### config.mk
export PLATFORM = sky130hd
export DESIGN_NAME = pms_supervisor
export DESIGN_NICKNAME = d
export VERILOG_FILES = /design/src/hw/pms_pkg.sv /design/src/hw/pms_supervisor.sv
export SDC_FILE = /design/constraint.sdc
export NUM_CORES = 1
export LEC_CHECK = 0
export BUFFER_PORTS_ARGS = -buffer_cell sky130_fd_sc_hd__buf_2
export CAP_MARGIN = 20
export CELL_PAD_IN_SITES_DETAIL_PLACEMENT = 0
export CELL_PAD_IN_SITES_GLOBAL_PLACEMENT = 2
export CORE_MARGIN = 8
export CORE_UTILIZATION = 36
export CTS_CLUSTER_SIZE = 14
export DETAILED_ROUTE_END_ITERATION = 7
export GPL_TIMING_DRIVEN = 0
export PLACE_DENSITY = 0.9
export RECOVER_POWER = 50
export SLEW_MARGIN = 25
export SYNTH_ARGS = -nofsm -noshare
export SYNTH_HDL_FRONTEND = slang
export SYNTH_SLANG_ARGS = --single-unit
### constraint.sdc
create_clock -name pclk -period 6.27 [get_ports pclk]
set_input_delay 0.9405 -clock pclk [delete_from_list [all_inputs] [get_ports pclk]]
set_output_delay 0.9405 -clock pclk [all_outputs]
set_load 0.01 [all_outputs]
### src/hw/pms_pkg.sv
// Package for the power mode supervisor: register map, field positions,
// mode encodings and the packed structs carried between logic groups.
// Assumes a 32-bit APB slave with word-aligned registers.
package pms_pkg;

    // ------------------------------------------------------------------
    // Register offsets (byte addresses)
    // ------------------------------------------------------------------
    localparam logic [7:0] OFF_CTRL = 8'h00;
    localparam logic [7:0] OFF_SUPV = 8'h04;
    localparam logic [7:0] OFF_STAT = 8'h08;
    localparam logic [7:0] OFF_PULL = 8'h0C;
    localparam logic [7:0] OFF_CLR = 8'h10;

    // ------------------------------------------------------------------
    // Control register fields
    // ------------------------------------------------------------------
    localparam int CTRL_MODE_LSB = 0;       // Three-bit requested mode.
    localparam int CTRL_GO_BIT = 3;         // Write one to enter the requested mode.
    localparam int CTRL_RET_BIT = 4;        // SRAM retention in standby.
    localparam int CTRL_WKPOL_BIT = 5;      // Wakeup pin polarity, 1 = falling.
    localparam int CTRL_LPRUN_BIT = 6;      // Low-power run select.
    localparam int CTRL_CLKDIV_LSB = 8;     // Processor clock divider code.

    // Supervisor register fields.
    localparam int SUPV_STD_EN_BIT = 0;     // Threshold detector enable.
    localparam int SUPV_FALL_BIT = 1;
    localparam int SUPV_RISE_BIT = 2;
    localparam int SUPV_FLAG_BIT = 3;       // Sticky crossing flag (status).
    localparam int CLR_FLAG_BIT = 0;

    localparam logic [31:0] CTRL_RESET = 32'h0000_0000;
    localparam logic [31:0] SUPV_RESET = 32'h0000_0000;
    localparam logic [31:0] PULL_RESET = 32'h0000_0000;

    // Low-power run clock ceiling: 2 MHz from a 50 MHz bus clock.
    localparam int PCLK_HZ = 50_000_000;
    localparam int LPRUN_MAX_HZ = 2_000_000;
    localparam int LPRUN_MIN_DIV = (PCLK_HZ + LPRUN_MAX_HZ - 1) / LPRUN_MAX_HZ;

    // Start-up sequence length after a deep wakeup, in pclk cycles.
    localparam int STARTUP_CYCLES = 16;

    // ------------------------------------------------------------------
    // Mode codes written into the mode field
    // ------------------------------------------------------------------
    localparam logic [2:0] REQ_SLEEP = 3'h1;
    localparam logic [2:0] REQ_STOP0 = 3'h2;
    localparam logic [2:0] REQ_STOP1 = 3'h3;
    localparam logic [2:0] REQ_STANDBY = 3'h4;
    localparam logic [2:0] REQ_SHUTDOWN = 3'h5;

    typedef enum logic [8:0] {
        ST_RUN = 9'b0_0000_0001,
        ST_SLEEP = 9'b0_0000_0010,
        ST_LPRUN = 9'b0_0000_0100,
        ST_LPSLEEP = 9'b0_0000_1000,
        ST_STOP0 = 9'b0_0001_0000,
        ST_STOP1 = 9'b0_0010_0000,
        ST_STANDBY = 9'b0_0100_0000,
        ST_SHUTDOWN = 9'b0_1000_0000,
        ST_STARTUP = 9'b1_0000_0000
    } pms_mode_type;

    // Wake and reset sources gathered from the rest of the chip.
    typedef struct packed {
        logic ext_reset;        // external_reset_pin asserted.
        logic wdg_reset;        // independent_watchdog reset.
        logic wakeup_pin;       // Level of the wakeup_pin.
        logic rtc_event;        // Alarm, periodic wakeup or timestamp.
        logic intrusion;        // intrusion_detector event.
        logic slow_xtal_fail;   // clock_failure_detector on the slow crystal.
        logic periph_irq;       // Any peripheral interrupt or event.
    } pms_wake_type;

    // Supply comparator levels from the analog front end.
    typedef struct packed {
        logic main_above_por;   // Main supply above the power-on threshold.
        logic main_above_bor;   // Main supply above the brownout threshold.
        logic main_above_std;   // Main supply above the detector threshold.
        logic main_valid;
        logic backup_valid;
    } pms_supply_type;

    // Power and clock enables driven to the analog and clock blocks.
    typedef struct packed {
        logic main_reg_on;
        logic lp_reg_on;
        logic reg_hiz;
        logic pll_on;
        logic fast_rc_on;
        logic fast_xtal_on;
        logic slow_rc_on;
        logic cpu_clk_on;
        logic core_clk_on;
        logic sram_powered;
        logic core_state_lost;
        logic rtc_on_backup;
    } pms_power_type;

endpackage

### src/hw/pms_supervisor.sv
// Power mode supervisor: mode sequencer, supply supervision and APB registers.
// Assumes all inputs synchronous to pclk; analog comparators deliver clean levels.
`timescale 1ns/1ps

module pms_supervisor #(
    parameter int NUM_PINS = 16,
    parameter int STARTUP_LEN = pms_pkg::STARTUP_CYCLES
) (
    input wire logic pclk,                          // Bus clock, 50 MHz.
    input wire logic presetn,                       // Asynchronous reset, active low.
    input wire logic psel,                          // APB select.
    input wire logic penable,                       // APB access phase.
    input wire logic pwrite,                        // APB direction.
    input wire logic [7:0] paddr,                   // APB byte address.
    input wire logic [31:0] pwdata,                 // APB write data.
    output logic [31:0] prdata,                     // APB read data.
    output logic pready,                            // APB ready.
    output logic pslverr,                           // APB error on unmapped address.
    input wire pms_pkg::pms_wake_type wake,         // Wake and reset sources.
    input wire logic [NUM_PINS-1:0] periph_rc_req,  // Fast RC requests in Stop.
    input wire pms_pkg::pms_supply_type supply,     // Supply comparator levels.
    input wire logic bor_opt_en,                    // Option byte brownout enable.
    input wire logic [1:0] bor_opt_rise,            // Option byte rising threshold.
    input wire logic [1:0] bor_opt_fall,            // Option byte falling threshold.
    output logic [1:0] bor_thr_sel,                 // Brownout threshold to comparator.
    output logic bor_active,                        // Brownout monitor enabled.
    output logic por_active,                        // Power-on/down monitor enabled.
    output logic sys_reset_n,                       // Chip system reset, active low.
    output logic rst_pin_pullup_en,                 // Reset pin pull-up enable.
    output logic schmitt_en,                        // I/O input stage enable.
    output logic [NUM_PINS-1:0] pull_up_en,         // Pin pull-ups applied.
    output logic [NUM_PINS-1:0] pull_dn_en,         // Pin pull-downs applied.
    output logic [7:0] cpu_clk_div,                 // Processor clock divider.
    output logic std_irq,                           // Threshold detector interrupt.
    output pms_pkg::pms_power_type power            // Regulator and clock enables.
);

    // ------------------------------------------------------------------
    // State
    // ------------------------------------------------------------------
    typedef struct packed {
        pms_pkg::pms_mode_type mode;
        logic [31:0] ctrl;
        logic [31:0] supv;
        logic [2*NUM_PINS-1:0] pull;
        logic std_flag;
        logic std_last;
        logic wk_last;
        logic bor_last;
        logic int_rst;
        logic [7:0] cnt;
        logic rst_done;
        logic [31:0] rdata;
        pms_pkg::pms_power_type pwr;
    } pms_state_type;

    pms_state_type st_reg;
    pms_state_type st_next;

    // Two pull bits a pin must fit one word.
    initial begin
        if (NUM_PINS < 1 || NUM_PINS > 16) begin
            $error("NUM_PINS must lie between 1 and 16.");
        end
        if (STARTUP_LEN < 1 || STARTUP_LEN > 255) begin
            $error("STARTUP_LEN must lie between 1 and 255.");
        end
    end

    // Register write decode shared by all writable registers.
    function automatic logic wr_hit(input logic [7:0] a, input logic [7:0] off,
                                    input logic s, input logic e, input logic w);
        wr_hit = s && e && w && (a == off);
    endfunction

    // ------------------------------------------------------------------
    // Combinational next state
    // ------------------------------------------------------------------
    // These terms feed the sequencer, the crossing flag, the reset cause and the outputs.
    logic mapped;
    logic wk_edge;
    logic std_fall;
    logic std_rise;
    logic bor_ok;
    logic on_battery;
    logic deep_wake_sb;
    logic deep_wake_sd;
    logic go;
    logic [2:0] req;
    logic [7:0] div;

    always_comb begin
        st_next = st_reg;
        mapped = (paddr == pms_pkg::OFF_CTRL) || (paddr == pms_pkg::OFF_SUPV) ||
                 (paddr == pms_pkg::OFF_STAT) || (paddr == pms_pkg::OFF_PULL) ||
                 (paddr == pms_pkg::OFF_CLR);
        // Polarity bit picks which wakeup pin edge counts.
        wk_edge = st_reg.ctrl[pms_pkg::CTRL_WKPOL_BIT] ?
                  (st_reg.wk_last && !wake.wakeup_pin) :
                  (!st_reg.wk_last && wake.wakeup_pin);
        std_fall = st_reg.std_last && !supply.main_above_std;
        std_rise = !st_reg.std_last && supply.main_above_std;
        bor_ok = !bor_opt_en || supply.main_above_bor;
        on_battery = !supply.main_valid && supply.backup_valid;
        // Wakeup pin, RTC and intrusion events are blocked on battery only operation.
        deep_wake_sb = wake.ext_reset || wake.wdg_reset ||
                       (!on_battery && (wk_edge || wake.rtc_event || wake.intrusion)) ||
                       wake.slow_xtal_fail;
        deep_wake_sd = wake.ext_reset ||
                       (!on_battery && (wk_edge || wake.rtc_event || wake.intrusion));
        req = st_reg.ctrl[pms_pkg::CTRL_MODE_LSB +: 3];
        go = wr_hit(paddr, pms_pkg::OFF_CTRL, psel, penable, pwrite) &&
             pwdata[pms_pkg::CTRL_GO_BIT];
        st_next.wk_last = wake.wakeup_pin;
        st_next.std_last = supply.main_above_std;
        st_next.bor_last = bor_ok;
        // Inputs stay off until this first edge.
        st_next.rst_done = 1'b1;

        // Register writes; the go bit is a strobe and never stored.
        // Unmapped writes change nothing.
        if (wr_hit(paddr, pms_pkg::OFF_CTRL, psel, penable, pwrite)) begin
            st_next.ctrl = pwdata & ~(32'h0000_0001 << pms_pkg::CTRL_GO_BIT);
        end
        if (wr_hit(paddr, pms_pkg::OFF_SUPV, psel, penable, pwrite)) begin
            st_next.supv = pwdata & ~(32'h0000_0001 << pms_pkg::SUPV_FLAG_BIT);
        end
        if (wr_hit(paddr, pms_pkg::OFF_PULL, psel, penable, pwrite)) begin
            st_next.pull = pwdata[2*NUM_PINS-1:0];
        end
        // A crossing in the clearing cycle wins over the clear.
        if (wr_hit(paddr, pms_pkg::OFF_CLR, psel, penable, pwrite) &&
            pwdata[pms_pkg::CLR_FLAG_BIT]) begin
            st_next.std_flag = 1'b0;
        end
        if (st_reg.supv[pms_pkg::SUPV_STD_EN_BIT] &&
            ((std_fall && st_reg.supv[pms_pkg::SUPV_FALL_BIT]) ||
             (std_rise && st_reg.supv[pms_pkg::SUPV_RISE_BIT]))) begin
            st_next.std_flag = 1'b1;
        end

        // Read data is latched in the setup cycle and presented in the access phase.
        // Unmapped reads give zero.
        case (paddr)
            pms_pkg::OFF_CTRL: st_next.rdata = st_reg.ctrl;
            pms_pkg::OFF_SUPV: st_next.rdata = st_reg.supv |
                ({31'h0000_0000, st_reg.std_flag} << pms_pkg::SUPV_FLAG_BIT);
            pms_pkg::OFF_STAT: st_next.rdata = {23'h00_0000, st_reg.mode};
            pms_pkg::OFF_PULL: st_next.rdata = 32'(st_reg.pull);
            default: st_next.rdata = 32'h0000_0000;
        endcase

        // Mode sequencer.
        case (st_reg.mode)
            pms_pkg::ST_RUN: begin
                // Go uses the fields of its own write.
                if (go) begin
                    case (pwdata[pms_pkg::CTRL_MODE_LSB +: 3])
                        pms_pkg::REQ_SLEEP: st_next.mode = pms_pkg::ST_SLEEP;
                        pms_pkg::REQ_STOP0: st_next.mode = pms_pkg::ST_STOP0;
                        pms_pkg::REQ_STOP1: st_next.mode = pms_pkg::ST_STOP1;
                        pms_pkg::REQ_STANDBY: st_next.mode = pms_pkg::ST_STANDBY;
                        pms_pkg::REQ_SHUTDOWN: st_next.mode = pms_pkg::ST_SHUTDOWN;
                        default: st_next.mode = pwdata[pms_pkg::CTRL_LPRUN_BIT] ?
                                                pms_pkg::ST_LPRUN : pms_pkg::ST_RUN;
                    endcase
                end
            end
            pms_pkg::ST_LPRUN: begin
                // Only sleep or a return to Run leave low-power run.
                if (go && pwdata[pms_pkg::CTRL_MODE_LSB +: 3] == pms_pkg::REQ_SLEEP) begin
                    st_next.mode = pms_pkg::ST_LPSLEEP;
                end else if (go && !pwdata[pms_pkg::CTRL_LPRUN_BIT]) begin
                    st_next.mode = pms_pkg::ST_RUN;
                end
            end
            pms_pkg::ST_SLEEP: begin
                // Peripherals run on and wake it.
                if (wake.periph_irq) begin
                    st_next.mode = pms_pkg::ST_RUN;
                end
            end
            pms_pkg::ST_LPSLEEP: begin
                // It returns to low-power run, not Run.
                if (wake.periph_irq) begin
                    st_next.mode = pms_pkg::ST_LPRUN;
                end
            end
            pms_pkg::ST_STOP0, pms_pkg::ST_STOP1: begin
                // State was kept; the wake goes to Run.
                if (wake.periph_irq || wake.ext_reset) begin
                    st_next.mode = pms_pkg::ST_RUN;
                end
            end
            pms_pkg::ST_STANDBY: begin
                // Pull choices survive the wake.
                if (deep_wake_sb) begin
                    st_next.mode = pms_pkg::ST_STARTUP;
                    st_next.cnt = 8'(STARTUP_LEN);
                end
            end
            pms_pkg::ST_SHUTDOWN: begin
                if (deep_wake_sd) begin
                    st_next.mode = pms_pkg::ST_STARTUP;
                    // Shutdown keeps no pull choice.
                    st_next.pull = '0;
                    st_next.cnt = 8'(STARTUP_LEN);
                end
            end
            pms_pkg::ST_STARTUP: begin
                // Core state was lost, so control and supervisor registers return to reset values.
                st_next.ctrl = pms_pkg::CTRL_RESET;
                st_next.supv = pms_pkg::SUPV_RESET;
                st_next.std_flag = 1'b0;
                // Reset holds for STARTUP_LEN cycles.
                st_next.cnt = st_reg.cnt - 8'h01;
                if (st_reg.cnt == 8'h01) begin
                    st_next.mode = pms_pkg::ST_RUN;
                end
            end
            default: st_next.mode = pms_pkg::ST_RUN;
        endcase

        // Internal reset causes: watchdog or a brownout falling edge.
        // An outside reset keeps the pull-up.
        st_next.int_rst = wake.wdg_reset || (st_reg.bor_last && !bor_ok);

        // Power and clock enables follow the next mode.
        // Slow RC runs except in Shutdown.
        st_next.pwr = '0;
        st_next.pwr.slow_rc_on = 1'b1;
        st_next.pwr.rtc_on_backup = !supply.main_valid && supply.backup_valid;
        case (st_next.mode)
            pms_pkg::ST_RUN, pms_pkg::ST_SLEEP: begin
                // Full speed keeps the PLL and fast clocks.
                st_next.pwr.main_reg_on = 1'b1;
                st_next.pwr.pll_on = 1'b1;
                st_next.pwr.fast_rc_on = 1'b1;
                st_next.pwr.fast_xtal_on = 1'b1;
                st_next.pwr.core_clk_on = 1'b1;
                st_next.pwr.cpu_clk_on = (st_next.mode == pms_pkg::ST_RUN);
                st_next.pwr.sram_powered = 1'b1;
            end
            pms_pkg::ST_LPRUN, pms_pkg::ST_LPSLEEP: begin
                // The divider clamp caps the CPU.
                st_next.pwr.lp_reg_on = 1'b1;
                st_next.pwr.fast_rc_on = 1'b1;
                st_next.pwr.core_clk_on = 1'b1;
                st_next.pwr.cpu_clk_on = (st_next.mode == pms_pkg::ST_LPRUN);
                st_next.pwr.sram_powered = 1'b1;
            end
            pms_pkg::ST_STOP0, pms_pkg::ST_STOP1: begin
                st_next.pwr.main_reg_on = (st_next.mode == pms_pkg::ST_STOP0);
                st_next.pwr.lp_reg_on = 1'b1;
                // A wake peripheral may keep it.
                st_next.pwr.fast_rc_on = |periph_rc_req;
                st_next.pwr.sram_powered = 1'b1;
            end
            pms_pkg::ST_STANDBY: begin
                st_next.pwr.reg_hiz = 1'b1;
                // The entering write's retention bit counts at once.
                st_next.pwr.lp_reg_on = st_next.ctrl[pms_pkg::CTRL_RET_BIT];
                st_next.pwr.sram_powered = st_next.ctrl[pms_pkg::CTRL_RET_BIT];
                st_next.pwr.core_state_lost = 1'b1;
            end
            pms_pkg::ST_SHUTDOWN: begin
                st_next.pwr.reg_hiz = 1'b1;
                // Nothing monitors, so the RTC stays off backup.
                st_next.pwr.slow_rc_on = 1'b0;
                st_next.pwr.rtc_on_backup = 1'b0;
                st_next.pwr.core_state_lost = 1'b1;
            end
            default: begin
                // Start-up uses the main regulator.
                st_next.pwr.main_reg_on = 1'b1;
                st_next.pwr.fast_rc_on = 1'b1;
                st_next.pwr.core_state_lost = 1'b1;
            end
        endcase
    end

    // ------------------------------------------------------------------
    // State register
    // ------------------------------------------------------------------
    // Reset loads constants only.
    always_ff @(posedge pclk or negedge presetn) begin
        if (!presetn) begin
            st_reg <= '0;
            st_reg.mode <= pms_pkg::ST_RUN;
            st_reg.ctrl <= pms_pkg::CTRL_RESET;
            st_reg.supv <= pms_pkg::SUPV_RESET;
            st_reg.pull <= '0;
            st_reg.wk_last <= 1'b0;
            st_reg.pwr <= '0;
        end else begin
            st_reg <= st_next;
        end
    end

    // ------------------------------------------------------------------
    // Outputs
    // ------------------------------------------------------------------
    // APB answers with no wait states; unmapped addresses give an error.
    assign pready = 1'b1;
    assign pslverr = psel && penable && !mapped;
    // It comes from a flop and stands all access.
    assign prdata = st_reg.rdata;
    assign power = st_reg.pwr;
    // Sticky until software clears it or start-up after a deep wake resets it.
    assign std_irq = st_reg.std_flag;

    // Low-power run clamps the divider so the processor never exceeds 2 MHz.
    // Used as written outside low-power run and low-power sleep.
    assign div = st_reg.ctrl[pms_pkg::CTRL_CLKDIV_LSB +: 8];
    assign cpu_clk_div = (st_reg.mode == pms_pkg::ST_LPRUN ||
                          st_reg.mode == pms_pkg::ST_LPSLEEP) &&
                         (div < 8'(pms_pkg::LPRUN_MIN_DIV)) ?
                         8'(pms_pkg::LPRUN_MIN_DIV) : div;

    // Option bytes drive the brownout monitor; it is off in Shutdown.
    assign bor_active = bor_opt_en && (st_reg.mode != pms_pkg::ST_SHUTDOWN);
    // Above the level the fall code is used.
    assign bor_thr_sel = supply.main_above_bor ? bor_opt_fall : bor_opt_rise;
    assign por_active = (st_reg.mode != pms_pkg::ST_SHUTDOWN);

    // Reset is held below the power-on threshold outside Shutdown and during start-up.
    // Brownout counts only when enabled.
    assign sys_reset_n = st_reg.rst_done && (st_reg.mode != pms_pkg::ST_STARTUP) &&
                         (!por_active || supply.main_above_por) &&
                         !(bor_active && !supply.main_above_bor);
    // Input stages also wait for rst_done.
    assign schmitt_en = sys_reset_n && st_reg.rst_done;
    assign rst_pin_pullup_en = !st_reg.int_rst;

    // Standby pull choices apply only while Standby is in effect.
    always_comb begin
        pull_up_en = '0;
        pull_dn_en = '0;
        if (st_reg.mode == pms_pkg::ST_STANDBY) begin
            for (int i = 0; i < NUM_PINS; i++) begin
                pull_up_en[i] = st_reg.pull[2*i];
                // Pull-up wins over pull-down.
                pull_dn_en[i] = st_reg.pull[2*i+1] && !st_reg.pull[2*i];
            end
        end
    end

endmodule

Word level (Yosys, flattened, before mapping). Cells that the tools add are included.

Multiplexer cells: 40. Shifts and indexed selects: 0. Multiply operators: 0. Eq/ne operators: 31. Bitwise gates (word level): 1. Reduce and logical (&&, ||, !) cells: 105. Add/sub/neg operators: 1. $lt $le $gt $ge: 1. Div/mod/pow operators: 0.

Operators by type and width (count): 32-bit 2-to-1 mux (5); 32-bit one-hot mux with 4 select lines (1); 9-bit 2-to-1 mux (9); 9-bit one-hot mux with 8 select lines (1); 64-bit 2-to-1 mux (1); 1-bit logical AND (44); 8-bit one-hot mux with 5 select lines (1); 16-bit 2-to-1 mux (2); 32-bit by 4-bit bitwise OR with 32-bit output (1); 1-bit zero test (30); 8-bit 2-to-1 mux (3); 8-bit one-hot mux with 3 select lines (1); 9-bit by 1-bit equality test with 1-bit output, second input constant (2); 9-bit by 2-bit equality test with 1-bit output, second input constant (2); 9-bit by 3-bit equality test with 1-bit output, second input constant (2); 9-bit by 4-bit equality test with 1-bit output, second input constant (2); 9-bit by 5-bit equality test with 1-bit output, second input constant (2); 9-bit by 6-bit equality test with 1-bit output, second input constant (2); 9-bit by 7-bit equality test with 1-bit output, second input constant (2); 9-bit by 8-bit equality test with 1-bit output, second input constant (2); 8-bit by 4-bit equality test with 1-bit output, second input constant (2); 1-bit logical OR (16); 16-bit OR reduction (1); 2-bit OR reduction (5); other kinds (23) (40).

Output and inout bits: 94. ROM bits: 0. Memories: 0. Input bits: 78. Bits in registers: 162. Bits in writable memories: 0. Logic and storage cells: 203. Latch bits: 0.

Longest topological paths before layout. Gate-level depths: netlist of the first run.

Depth in word-level cells: 13. Depth in mapped cells: 9. Mapped depth without buffers: 8.

Worst setup path before layout of the first run. OpenSTA, ideal clock, no wires.

Path type: in2out. Start: in paddr[7]. End: out pslverr. Slack: 2791 ps. Buffers on the path: 2. Required time: 5329 ps. Data arrival time: 2538 ps. Stages: 6. Cells stage by stage: or4_1 buf_2 nor3_1 nor3b_2 clkbuf_1 nor2_1.

Word-level cells in the longest chain between the ends: 7. Elaborated cells between the ends (all ways): 11. Classes of those cells: eq/ne (4); reduce/logical (7).

RTL lines: start: declaration (line pms_supervisor.sv:14) `input wire logic [7:0] paddr,`; 8-bit by 3-bit equality test with 1-bit output / 8-bit zero test (equally long branches) (line pms_supervisor.sv:94) `mapped = (paddr == pms_pkg::OFF_CTRL) || (paddr == pms_pkg::OFF_SUPV) ||`; 1-bit logical OR (2 in series) (line pms_supervisor.sv:94); 1-bit logical OR (line pms_supervisor.sv:95) `(paddr == pms_pkg::OFF_STAT) || (paddr == pms_pkg::OFF_PULL) ||`; 1-bit logical OR * (line pms_supervisor.sv:95); 1-bit zero test * (line pms_supervisor.sv:305) `assign pslverr = psel && penable && !mapped;`; 1-bit logical AND * (line pms_supervisor.sv:305); end: declaration (line pms_supervisor.sv:18) `output logic pslverr,`.

Mark *: on every way between the ends. The rest lies on a longest branch, timed or not.

Final worst setup path of the first run.
Start: reg st_reg[159] (netlist name). End: out pull_dn_en[4].

Word-level cells in the longest chain between the ends: 2.

RTL lines: start: declaration (line pms_supervisor.sv:57) `pms_state_type st_reg;`; start signal: assignment (line pms_supervisor.sv:296) `st_reg <= st_next;`; 9-bit by 7-bit equality test with 1-bit output (line pms_supervisor.sv:339) `if (st_reg.mode == pms_pkg::ST_STANDBY) begin`; 16-bit 2-to-1 mux (line pms_supervisor.sv:339); end: declaration (line pms_supervisor.sv:32) `output logic [NUM_PINS-1:0] pull_dn_en,`.

No other way between the ends.

==> results.md, run 1 <==
* Routed metal-1 wirelength at 11,200 um
* Crit-path cells: clkbuf_1, nor4_1, nand2_1, nor2_1, nand2_1, clkbuf_1, nor3b_1, buf_2
* Metal2 WL at 11,500 um
* WP data required at 5.33 ns
* CP Class: flip-flop to output port
* CP max stage delay at 0.56 ns
* Core ar. at 0.0211 mm2
* Maximum clock insertion buffer count at 2
* Post-Syn Area at 0.00778 mm2
* DIE AREA at 0.0266 mm2
* Ys Warns at 0
* Clock latency on the worst-skew pair at 0.43 ns
* Layout cells sized above 1 at 23.4%
* Vias in the first global route at 6,720
* Post-synth top flop: dfrtp_1
* R2R cell count at 8
* Hold Crit Class: flip-flop to flip-flop
* Max reg flops at 105
* DR WL/cell at 19.6 um
* Crit path max-delay family: simple AND/OR/NAND/NOR gates
* First-pass GRT wire length at 39,100 um
* Syn_area_per_cell at 9.66 um2
* Critical R2R Capture: st_reg[72]
* Register-to-register setup slack at 3.08 ns
* # Post-CTS Setup Buffers at 0
* Gr usage total at 18.9%
* CP max stage cell: nor2_1
* Post-CTS sizing at 0
* Antenna diode count at 0
* Max VDD drop at 166 uV
* Die Y-Extent at 163 um
* Starting density of the core at 36.9%
* Final net count at 1,074
* Initial drt markers at 551
* Seq/Total Area, Yosys at 51.5%
* # DRC at 0
* Routability congestion estimate at 0.873
* CTS H-tree depth at 4
* Via count at 6,703
* Syn-to-layout area delta at 22.8%
* CTS buffer count at 17
* Worst path depth at 8
* Worst setup SP type: flip-flop
* Pin count of the biggest net entering global routing at 90
* Max-cap viol count at 1
* Synth unique cells at 67
* FMAX at 208 MHz
* Antenna viol nets, final at 0
* Worst setup endpoint: pull_dn_en[4]
* Commonest non-fill, non-tap cell in the layout: dfrtp_1
* LEAKAGE at 4.67 nW
* EDFF count, synth at 0
* R2r startpoint: st_reg[159]
* Slew @ Worst Pin at 4.08 ns
* Outcome: complete, but fails checks
* Fin. max-slew vios at 72
* Met3 Routed Length at 1870 um
* DIE WIDTH at 163 um
* I/O pin count at 172
* WL final at 25,100 um
* CTS Hold Bufs at 0
* Failing checks: max-capacitance violations, max-slew violations
* Post-route clock period utilization at 76.6%
* Drt via density at 5.23
* Yosys reg bits at 160
* Most frequent cells in the layout: dfrtp_1 (159), nand2_1 (153), buf_2 (123)
* RSZ-0062 raised after global routing: false
* Pwr Total at 2.29 mW
* Final Hold Fails at 0
* Syn Inst Count at 805
* Final setup fails at 0
* Crit-path max FO at 10
* Power per cell area at 240 mW/mm2
* Critical path startpoint: st_reg[159]
* Grt ovf at 0
* Uppermost layer routed: met5
* Fillers at 2,114
* 1st-pass router iterations at 6
* TritonCTS clock tree: built
* Fin crit period at 4.80 ns
* WP buf/inv at 3
* Async SR Flop Fraction at 100%
* Initial antenna violation count at 1
* Worst rel slew slack at -172%
* Root Driver: clkbuf_16
* Clk sinks at 160
* PortBufs at 168
* Setup TNS at 0 ns
* Clock Skews at 0.00925 ns
* Dpl hpwl at 18,100 um
* Setup crit end kind: output port
* Reg clk slew, reported paths at 0.07 ns
* WP data arrival at 3.86 ns
* Num rows at 53
## worst reg2reg max path, delay by kind of cell (launching register included)
| family | cells | cell delay (ns) |
|---|---|---|
| flops | 1 | 0.36 |
| buf+inv | 3 | 0.98 |
| simple gates | 4 | 1.58 |
| compound gates | 1 | 0.11 |
## cell type report
type	instances	area (um2)	share of cell area (%)
flip-flops and latches	160	4010	42.0
multi-input cells	507	3000	31.4
repair buffers	169	811	8.49
plain buffers	102	641	6.71
clock buffers	17	425	4.46
well taps	275	344	3.60
clock inverters	14	180	1.89
inverters	37	139	1.45
## per-layer routing
metal,up-vias,global-route usage [%]
met1,3246,25.8
met4,2,6.13
met2,271,29.0
li1,3151,-
met5,-,0
met3,33,4.40
## how the worst min path moves through the flow
stage / start / endpoint / slack (ns) / cells after the start
after floorplan: st_reg[52] / st_reg[52] / 0.44 / 1
after global placement: st_reg[52] / st_reg[52] / 0.47 / 1
after detailed placement: st_reg[119] / prdata[29] / 0.48 / 2
after CTS: presetn / st_reg[44] / 0.49 / 1
after global routing: st_reg[111] / st_reg[111] / 0.52 / 1
final: st_reg[52] / st_reg[52] / 0.48 / 1
## synthesized netlist by cell type, types with 4 or more instances
cell type  number  area share, %
clkbuf_1       47            2.3
a222oi_1       23            3.0
a22oi_1        10           0.97
nor4_1          9           0.72
nor2b_1         4           0.32
nor3_1          9           0.58
a31oi_1         4           0.32
nand2_1       153            7.4
dfrtp_1       159             51
inv_1          37            1.8
or4_1           4           0.39
nor3b_1        18            1.7
o21ai_0        30            1.9
a21oi_1        71            4.6
a22o_1         32            3.6
nand2b_1        5           0.40
and3_1         19            1.5
mux2i_1         9            1.2
and2_1          4           0.32
or2_2           7           0.56
nand3_1         5           0.32
nor2_1         23            1.1
buf_4          45            4.3
buf_1           4           0.19
nand4_1         4           0.32
## where the power goes
part	leakage [nW]	total, mW	switching, mW	internal (mW)
combinational	2.23	0.144	0.0823	0.0614
sequential	2.14	1.06	0.00926	1.05
clock	0.302	1.09	0.459	0.634
total	4.67	2.29	0.550	1.74
## kinds of logic (layout without fill, tap and decap cells)
kind of cell,count (synthesis),count (layout),share of synthesized area (%)
AOI/OAI and AO/OA,197,197,17.2
xor gates and xnor gates,4,4,0.451
adders and majority gates,2,2,0.322
buffers and inverters,139,339,10.0
DFF,160,160,51.5
muxes,12,12,1.59
other,1,2,0.0482
and+or+nand+nor,290,290,18.9
## metrics by stage
| step | setup WS (ns) | util (%) | cells | cell area [um2] | hold slack, ns |
|---|---|---|---|---|---|
| finish | 1.47 | 45.3 | 1281 | 9550 | 0.478 |
| global route | 1.21 | 45.3 | 1281 | 9550 | 0.517 |
| CTS | 1.50 | 45.6 | 1281 | 9610 | 0.493 |
| detailed placement | 1.82 | 42.7 | 1250 | 9000 | 0.476 |
| global placement | 1.68 | 42.5 | 1249 | 8960 | 0.475 |
| floorplan | 2.79 | - | 806 | 7780 | 0.442 |
Note: power is estimated with default switching activity, not from simulation.
==> inputs of run 2 (changes only) <==
--- a/config.mk
+++ b/config.mk
@@ -10,11 +10,11 @@
 export CELL_PAD_IN_SITES_DETAIL_PLACEMENT = 0
 export CELL_PAD_IN_SITES_GLOBAL_PLACEMENT = 2
 export CORE_MARGIN = 8
-export CORE_UTILIZATION = 36
+export CORE_UTILIZATION = 30
 export CTS_CLUSTER_SIZE = 14
 export DETAILED_ROUTE_END_ITERATION = 7
 export GPL_TIMING_DRIVEN = 0
-export PLACE_DENSITY = 0.9
+export PLACE_DENSITY = 0.81
 export RECOVER_POWER = 50
 export SLEW_MARGIN = 25
 export SYNTH_ARGS = -nofsm -noshare
==> constraint.sdc (replaced) <==
create_clock -name pclk -period 3.9 [get_ports pclk]
set_input_delay 0.585 -clock pclk [delete_from_list [all_inputs] [get_ports pclk]]
set_output_delay 0.585 -clock pclk [all_outputs]
set_load 0.01 [all_outputs]
==> run 2 against run 1 <==
Compared with the run above:
- the flow still finishes with violations (max-capacitance violations, max-slew violations)
- die area rose by 18%
- sequential share of layout area fell by 0.29 points
- clock power rose by 59%
- register-to-register slack got worse by 2.0 ns
- setup slack got worse by 1.1 ns
- hold slack got worse by 0.19 ns
- critical path type is now primary input to output port
- critical endpoint is now pslverr
- largest cell class unchanged
- largest power group unchanged
==> results.md, run 2 (same netlist as run 1, synthesis figures left out) <==
* Outcome: complete, but fails checks
* Failing checks: max-capacitance violations, max-slew violations
* Crit-path max FO at 10
* Final setup fails at 0
* DIE AREA at 0.0313 mm2
* DIE WIDTH at 177 um
* Crit-path cells: buf_2, or4_1, buf_2, nor3_1, nor3b_2, clkbuf_2, nor2_1, buf_2
* Fin. max-slew vios at 75
* Clock Skews at 0.0124 ns
* Final net count at 1,073
* Die Y-Extent at 177 um
* R2r startpoint: st_reg[159]
* Critical R2R Capture: st_reg[88]
* Final instance area at 0.00961 mm2
* Worst setup SP type: primary input
* Worst path depth at 8
* Gr usage total at 16.8%
* Clock latency on the worst-skew pair at 0.44 ns
* Grt ovf at 0
* 1st-pass router iterations at 5
* Initial drt markers at 642
* WP buf/inv at 4
* Dpl cell area at 0.00908 mm2
* Vias in the first global route at 6,795
* Core ar. at 0.0258 mm2
* Critical path startpoint: paddr[7]
* CP max stage delay at 0.65 ns
* Final Hold Fails at 0
* Initial antenna violation count at 3
* Root Driver: clkbuf_16
* Post-route clock period utilization at 91.4%
* Hold Crit Class: primary input to flip-flop
* Most frequent cell on the critical path: buf_2
* DR WL/cell at 19.6 um
* Dpl hpwl at 18,900 um
* Hold Crit Start: wake[4]
* RSZ-0062 raised after global routing: false
* First-pass GRT wire length at 40,500 um
* Drt via density at 5.02
* CTS Hold Bufs at 0
* CTS H-tree depth at 4
* Pin count of the biggest net entering global routing at 88
* Commonest non-fill, non-tap cell in the layout: dfrtp_1
* PortBufs at 168
* # Post-CTS Setup Buffers at 0
* Starting density of the core at 30.2%
* R2R cell count at 8
* Final core occ at 37.3%
* Setup crit end kind: output port
* Num rows at 59
* Maximum clock insertion buffer count at 2
* Clk sinks at 160
* WL final at 26,300 um
* Slew @ Worst Pin at 1.89 ns
* Post-CTS sizing at 3
* Final WS setup at 0.334 ns
* # DRC at 0
* Fin cells at 1,340
* Reg clk slew, reported paths at 0.07 ns
* Register-to-register setup slack at 1.07 ns
* Hold Path Stages at 1
* WP data arrival at 2.98 ns
* TritonCTS clock tree: built
* Most frequent cells in the layout: dfrtp_1 (159), nand2_1 (152), buf_2 (123)
* Layout cells sized above 1 at 23.9%
* Via count at 6,730
* WP data required at 3.31 ns
* Crit path max-delay family: simple AND/OR/NAND/NOR gates
* FMAX at 280 MHz
* Antenna viol nets, final at 0
* Worst rel slew slack at -26.3%
* Routability congestion estimate at 0.785
* Max reg flops at 105
* CTS buffer count at 17
* Syn-to-layout area delta at 23.6%
* Antenna diode count at 0
* Max-cap viol count at 1
* Worst setup endpoint: pslverr
* Place WS at -0.235 ns
* CP Class: primary input to output port
* Fillers at 2,692
* CP max stage cell: nor3b_2
* Max VDD drop at 298 uV
* Fin crit period at 3.57 ns
* I/O pin count at 172
* LEAKAGE at 4.67 nW
* Placed instance count at 1,310
* Power per cell area at 381 mW/mm2
## run 2: cell type report
type,instances,area [um2],area share (%)
Sequential cell,160,4010,41.7
Multi-Input combinational cell,507,3020,31.4
Timing Repair Buffer,169,792,8.24
Inverter,37,139,1.44
Buffer,101,638,6.64
Clock buffer,17,425,4.43
Clock inverter,14,171,1.78
Tap cell,335,419,4.36
## run 2: per-stage QoR
stage	power [mW]	setup TNS (ns)	hold slack [ns]
after global placement	1.96	-62.52	0.475
after detailed placement	1.97	-1.19	0.472
after floorplan	1.83	0	0.289
after CTS	3.70	0	0.135
final	3.66	0	0.284
after global routing	3.79	0	0.283
## run 2: worst min-delay path by stage
stage                       to  slack, ns
finish              st_reg[55]       0.28
global route        st_reg[55]       0.28
CTS                 prdata[26]       0.13
detailed placement  prdata[30]       0.47
global placement    st_reg[52]       0.47
floorplan               div[0]       0.29
## run 2: report_power, final
| part | internal [mW] | leakage (nW) | switching [mW] |
|---|---|---|---|
| combinational | 0.0966 | 2.25 | 0.133 |
| sequential | 1.69 | 2.14 | 0.0147 |
| clock | 0.967 | 0.290 | 0.768 |
## run 2: layer usage
metal,track usage (%),part of all wire [%],up-vias
li1,-,-,3165
met1,22.2,44,3305
met2,26.2,47,220
met3,4.46,7.0,34
met4,5.64,2.1,6
met5,0,0.13,-
==> inputs of run 3 (changes only) <==
==> constraint.sdc (replaced) <==
create_clock -name pclk -period 2.9 [get_ports pclk]
set_input_delay 0.435 -clock pclk [delete_from_list [all_inputs] [get_ports pclk]]
set_output_delay 0.435 -clock pclk [all_outputs]
set_load 0.01 [all_outputs]
==> run 3 against run 2 <==
Compared with the run above:
- the run still ends with max-capacitance violations, max-slew violations left
- die area unchanged
- design area up 2.5%
- hold slack worse by 0.15 ns
- clock-buffer cell count unchanged
- sequential share of layout area down 0.99 points
- clock skew about the same
==> results.md, run 3 (same netlist as run 1, synthesis figures left out) <==
* First-pass GRT wire length at 40,900 um
* Fin. max-slew vios at 74
* Setup crit end kind: output port
* Placed instance count at 1,310
* Met3 Routed Length at 1840 um
* Reg clk slew, reported paths at 0.07 ns
* TritonCTS clock tree: built
* PortBufs at 168
* Max-cap viol count at 1
* CP Class: flip-flop to output port
* Pwr Total at 4.95 mW
* WL final at 26,400 um
* CTS H-tree depth at 4
* Starting density of the core at 30.2%
* Drt via density at 5.04
* Final net count at 1,083
* Dpl hpwl at 18,900 um
* Power per cell area at 502 mW/mm2
* Num rows at 59
* Fin cells at 1,350
* Metal2 WL at 12,300 um
* Crit path max-delay family: simple AND/OR/NAND/NOR gates
* Gr usage total at 17.0%
* Grt ovf at 0
* I/O pin count at 172
* DIE AREA at 0.0313 mm2
* Root Driver: clkbuf_16
* Crit-path max FO at 10
* Routed metal-1 wirelength at 11,700 um
* Antenna viol nets, final at 0
* WP data arrival at 2.35 ns
* Post-route clock period utilization at 95.9%
* Worst setup SP type: flip-flop
* Uppermost layer routed: met5
* Vias in the first global route at 6,822
* Routability congestion estimate at 0.785
* Via count at 6,805
* WP data required at 2.47 ns
* Most frequent cells in the layout: dfrtp_1 (158), nand2_1 (151), buf_2 (115)
* Hold Crit Class: primary input to flip-flop
* Final Hold Fails at 0
* CP max stage delay at 0.39 ns
* Antenna diode count at 0
* Layout cells sized above 1 at 26.2%
* Failing checks: max-capacitance violations, max-slew violations
* # DRC at 0
* Worst rel slew slack at -29.8%
* Clock latency on the worst-skew pair at 0.44 ns
* Fin crit period at 2.78 ns
* Initial antenna violation count at 3
* FMAX at 359 MHz
* WP buf/inv at 3
* CP max stage cell: dfrtp_1
* Syn-to-layout area delta at 26.7%
* Commonest non-fill, non-tap cell in the layout: dfrtp_1
* CTS buffer count at 17
* Clk sinks at 160
* Dpl cell area at 0.00908 mm2
* 1st-pass router iterations at 5
* Slew @ Worst Pin at 1.95 ns
* Die Y-Extent at 177 um
* RSZ-0062 raised after global routing: true
* Max reg flops at 105
* Outcome: complete, but fails checks
* Crit-path cells: buf_4, nor4_4, nand2_2, nor2_4, nand2_4, buf_8, nor3b_4, buf_2
* Clock Skews at 0.0124 ns
* Pin count of the biggest net entering global routing at 88
* DIE WIDTH at 177 um
* Max VDD drop at 401 uV
* Maximum clock insertion buffer count at 2
* LEAKAGE at 4.75 nW
* Final instance area at 0.00985 mm2
* Final setup fails at 0
* DR WL/cell at 19.6 um
* Core ar. at 0.0258 mm2
* Initial drt markers at 601
run 3: cell type report:
cell class	instances	area [um2]
timing repair buffer	180	900
sequential	160	4010
buffer	100	657
inverter	37	139
clock buffer	17	425
multi-input combinational	507	3130
fill	2676	15900
tap	335	419
clock inverter	14	171
run 3: where the power goes:
| group | total (mW) | internal, mW | switching (mW) |
|---|---|---|---|
| combinational | 0.325 | 0.140 | 0.185 |
| clock | 2.34 | 1.30 | 1.04 |
| sequential | 2.29 | 2.27 | 0.0204 |
run 3: final timing paths:
kind                             start             to  depth (start not counted)  slack (ns)
max reg2reg                st_reg[158]    st_reg[129]                          7        0.24
min reg2reg                 st_reg[52]     st_reg[52]                          1        0.49
min                            wake[4]     st_reg[55]                          1        0.13
max                        st_reg[158]  pull_dn_en[4]                          8        0.12
min in group asynchronous      presetn     prdata[29]                          2        1.08
max in group asynchronous      presetn    st_reg[159]                          2        0.53
run 3: repair_timing:
item	4_1_cts	5_1_grt
buffers inserted	8	2
endpoints found under the setup margin	97	89
cloned	0	0
hold buffers	1	0
pin swaps	2	2
gates resized for setup	30	19
endpoints found under the hold margin	36	0
run 3: stage by stage:
step	util [%]	setup WS, ns	setup TNS, ns	hold WS, ns
final	38.2	0.118	0	0.134
after global routing	38.2	-0.00105	-0.00105	0.133
after CTS	38.4	0.00655	0	0.114
after detailed placement	35.2	-1.08	-54.54	0.459
after global placement	35.1	-1.25	-256.33	0.475
after floorplan	-	0.205	0	0.139
run 3: metal layers:
layer,vias to the layer above,GRT usage [%]
met2,224,26.6
met1,3355,22.6
met3,32,4.14
li1,3188,-
met5,-,0
met4,6,5.53
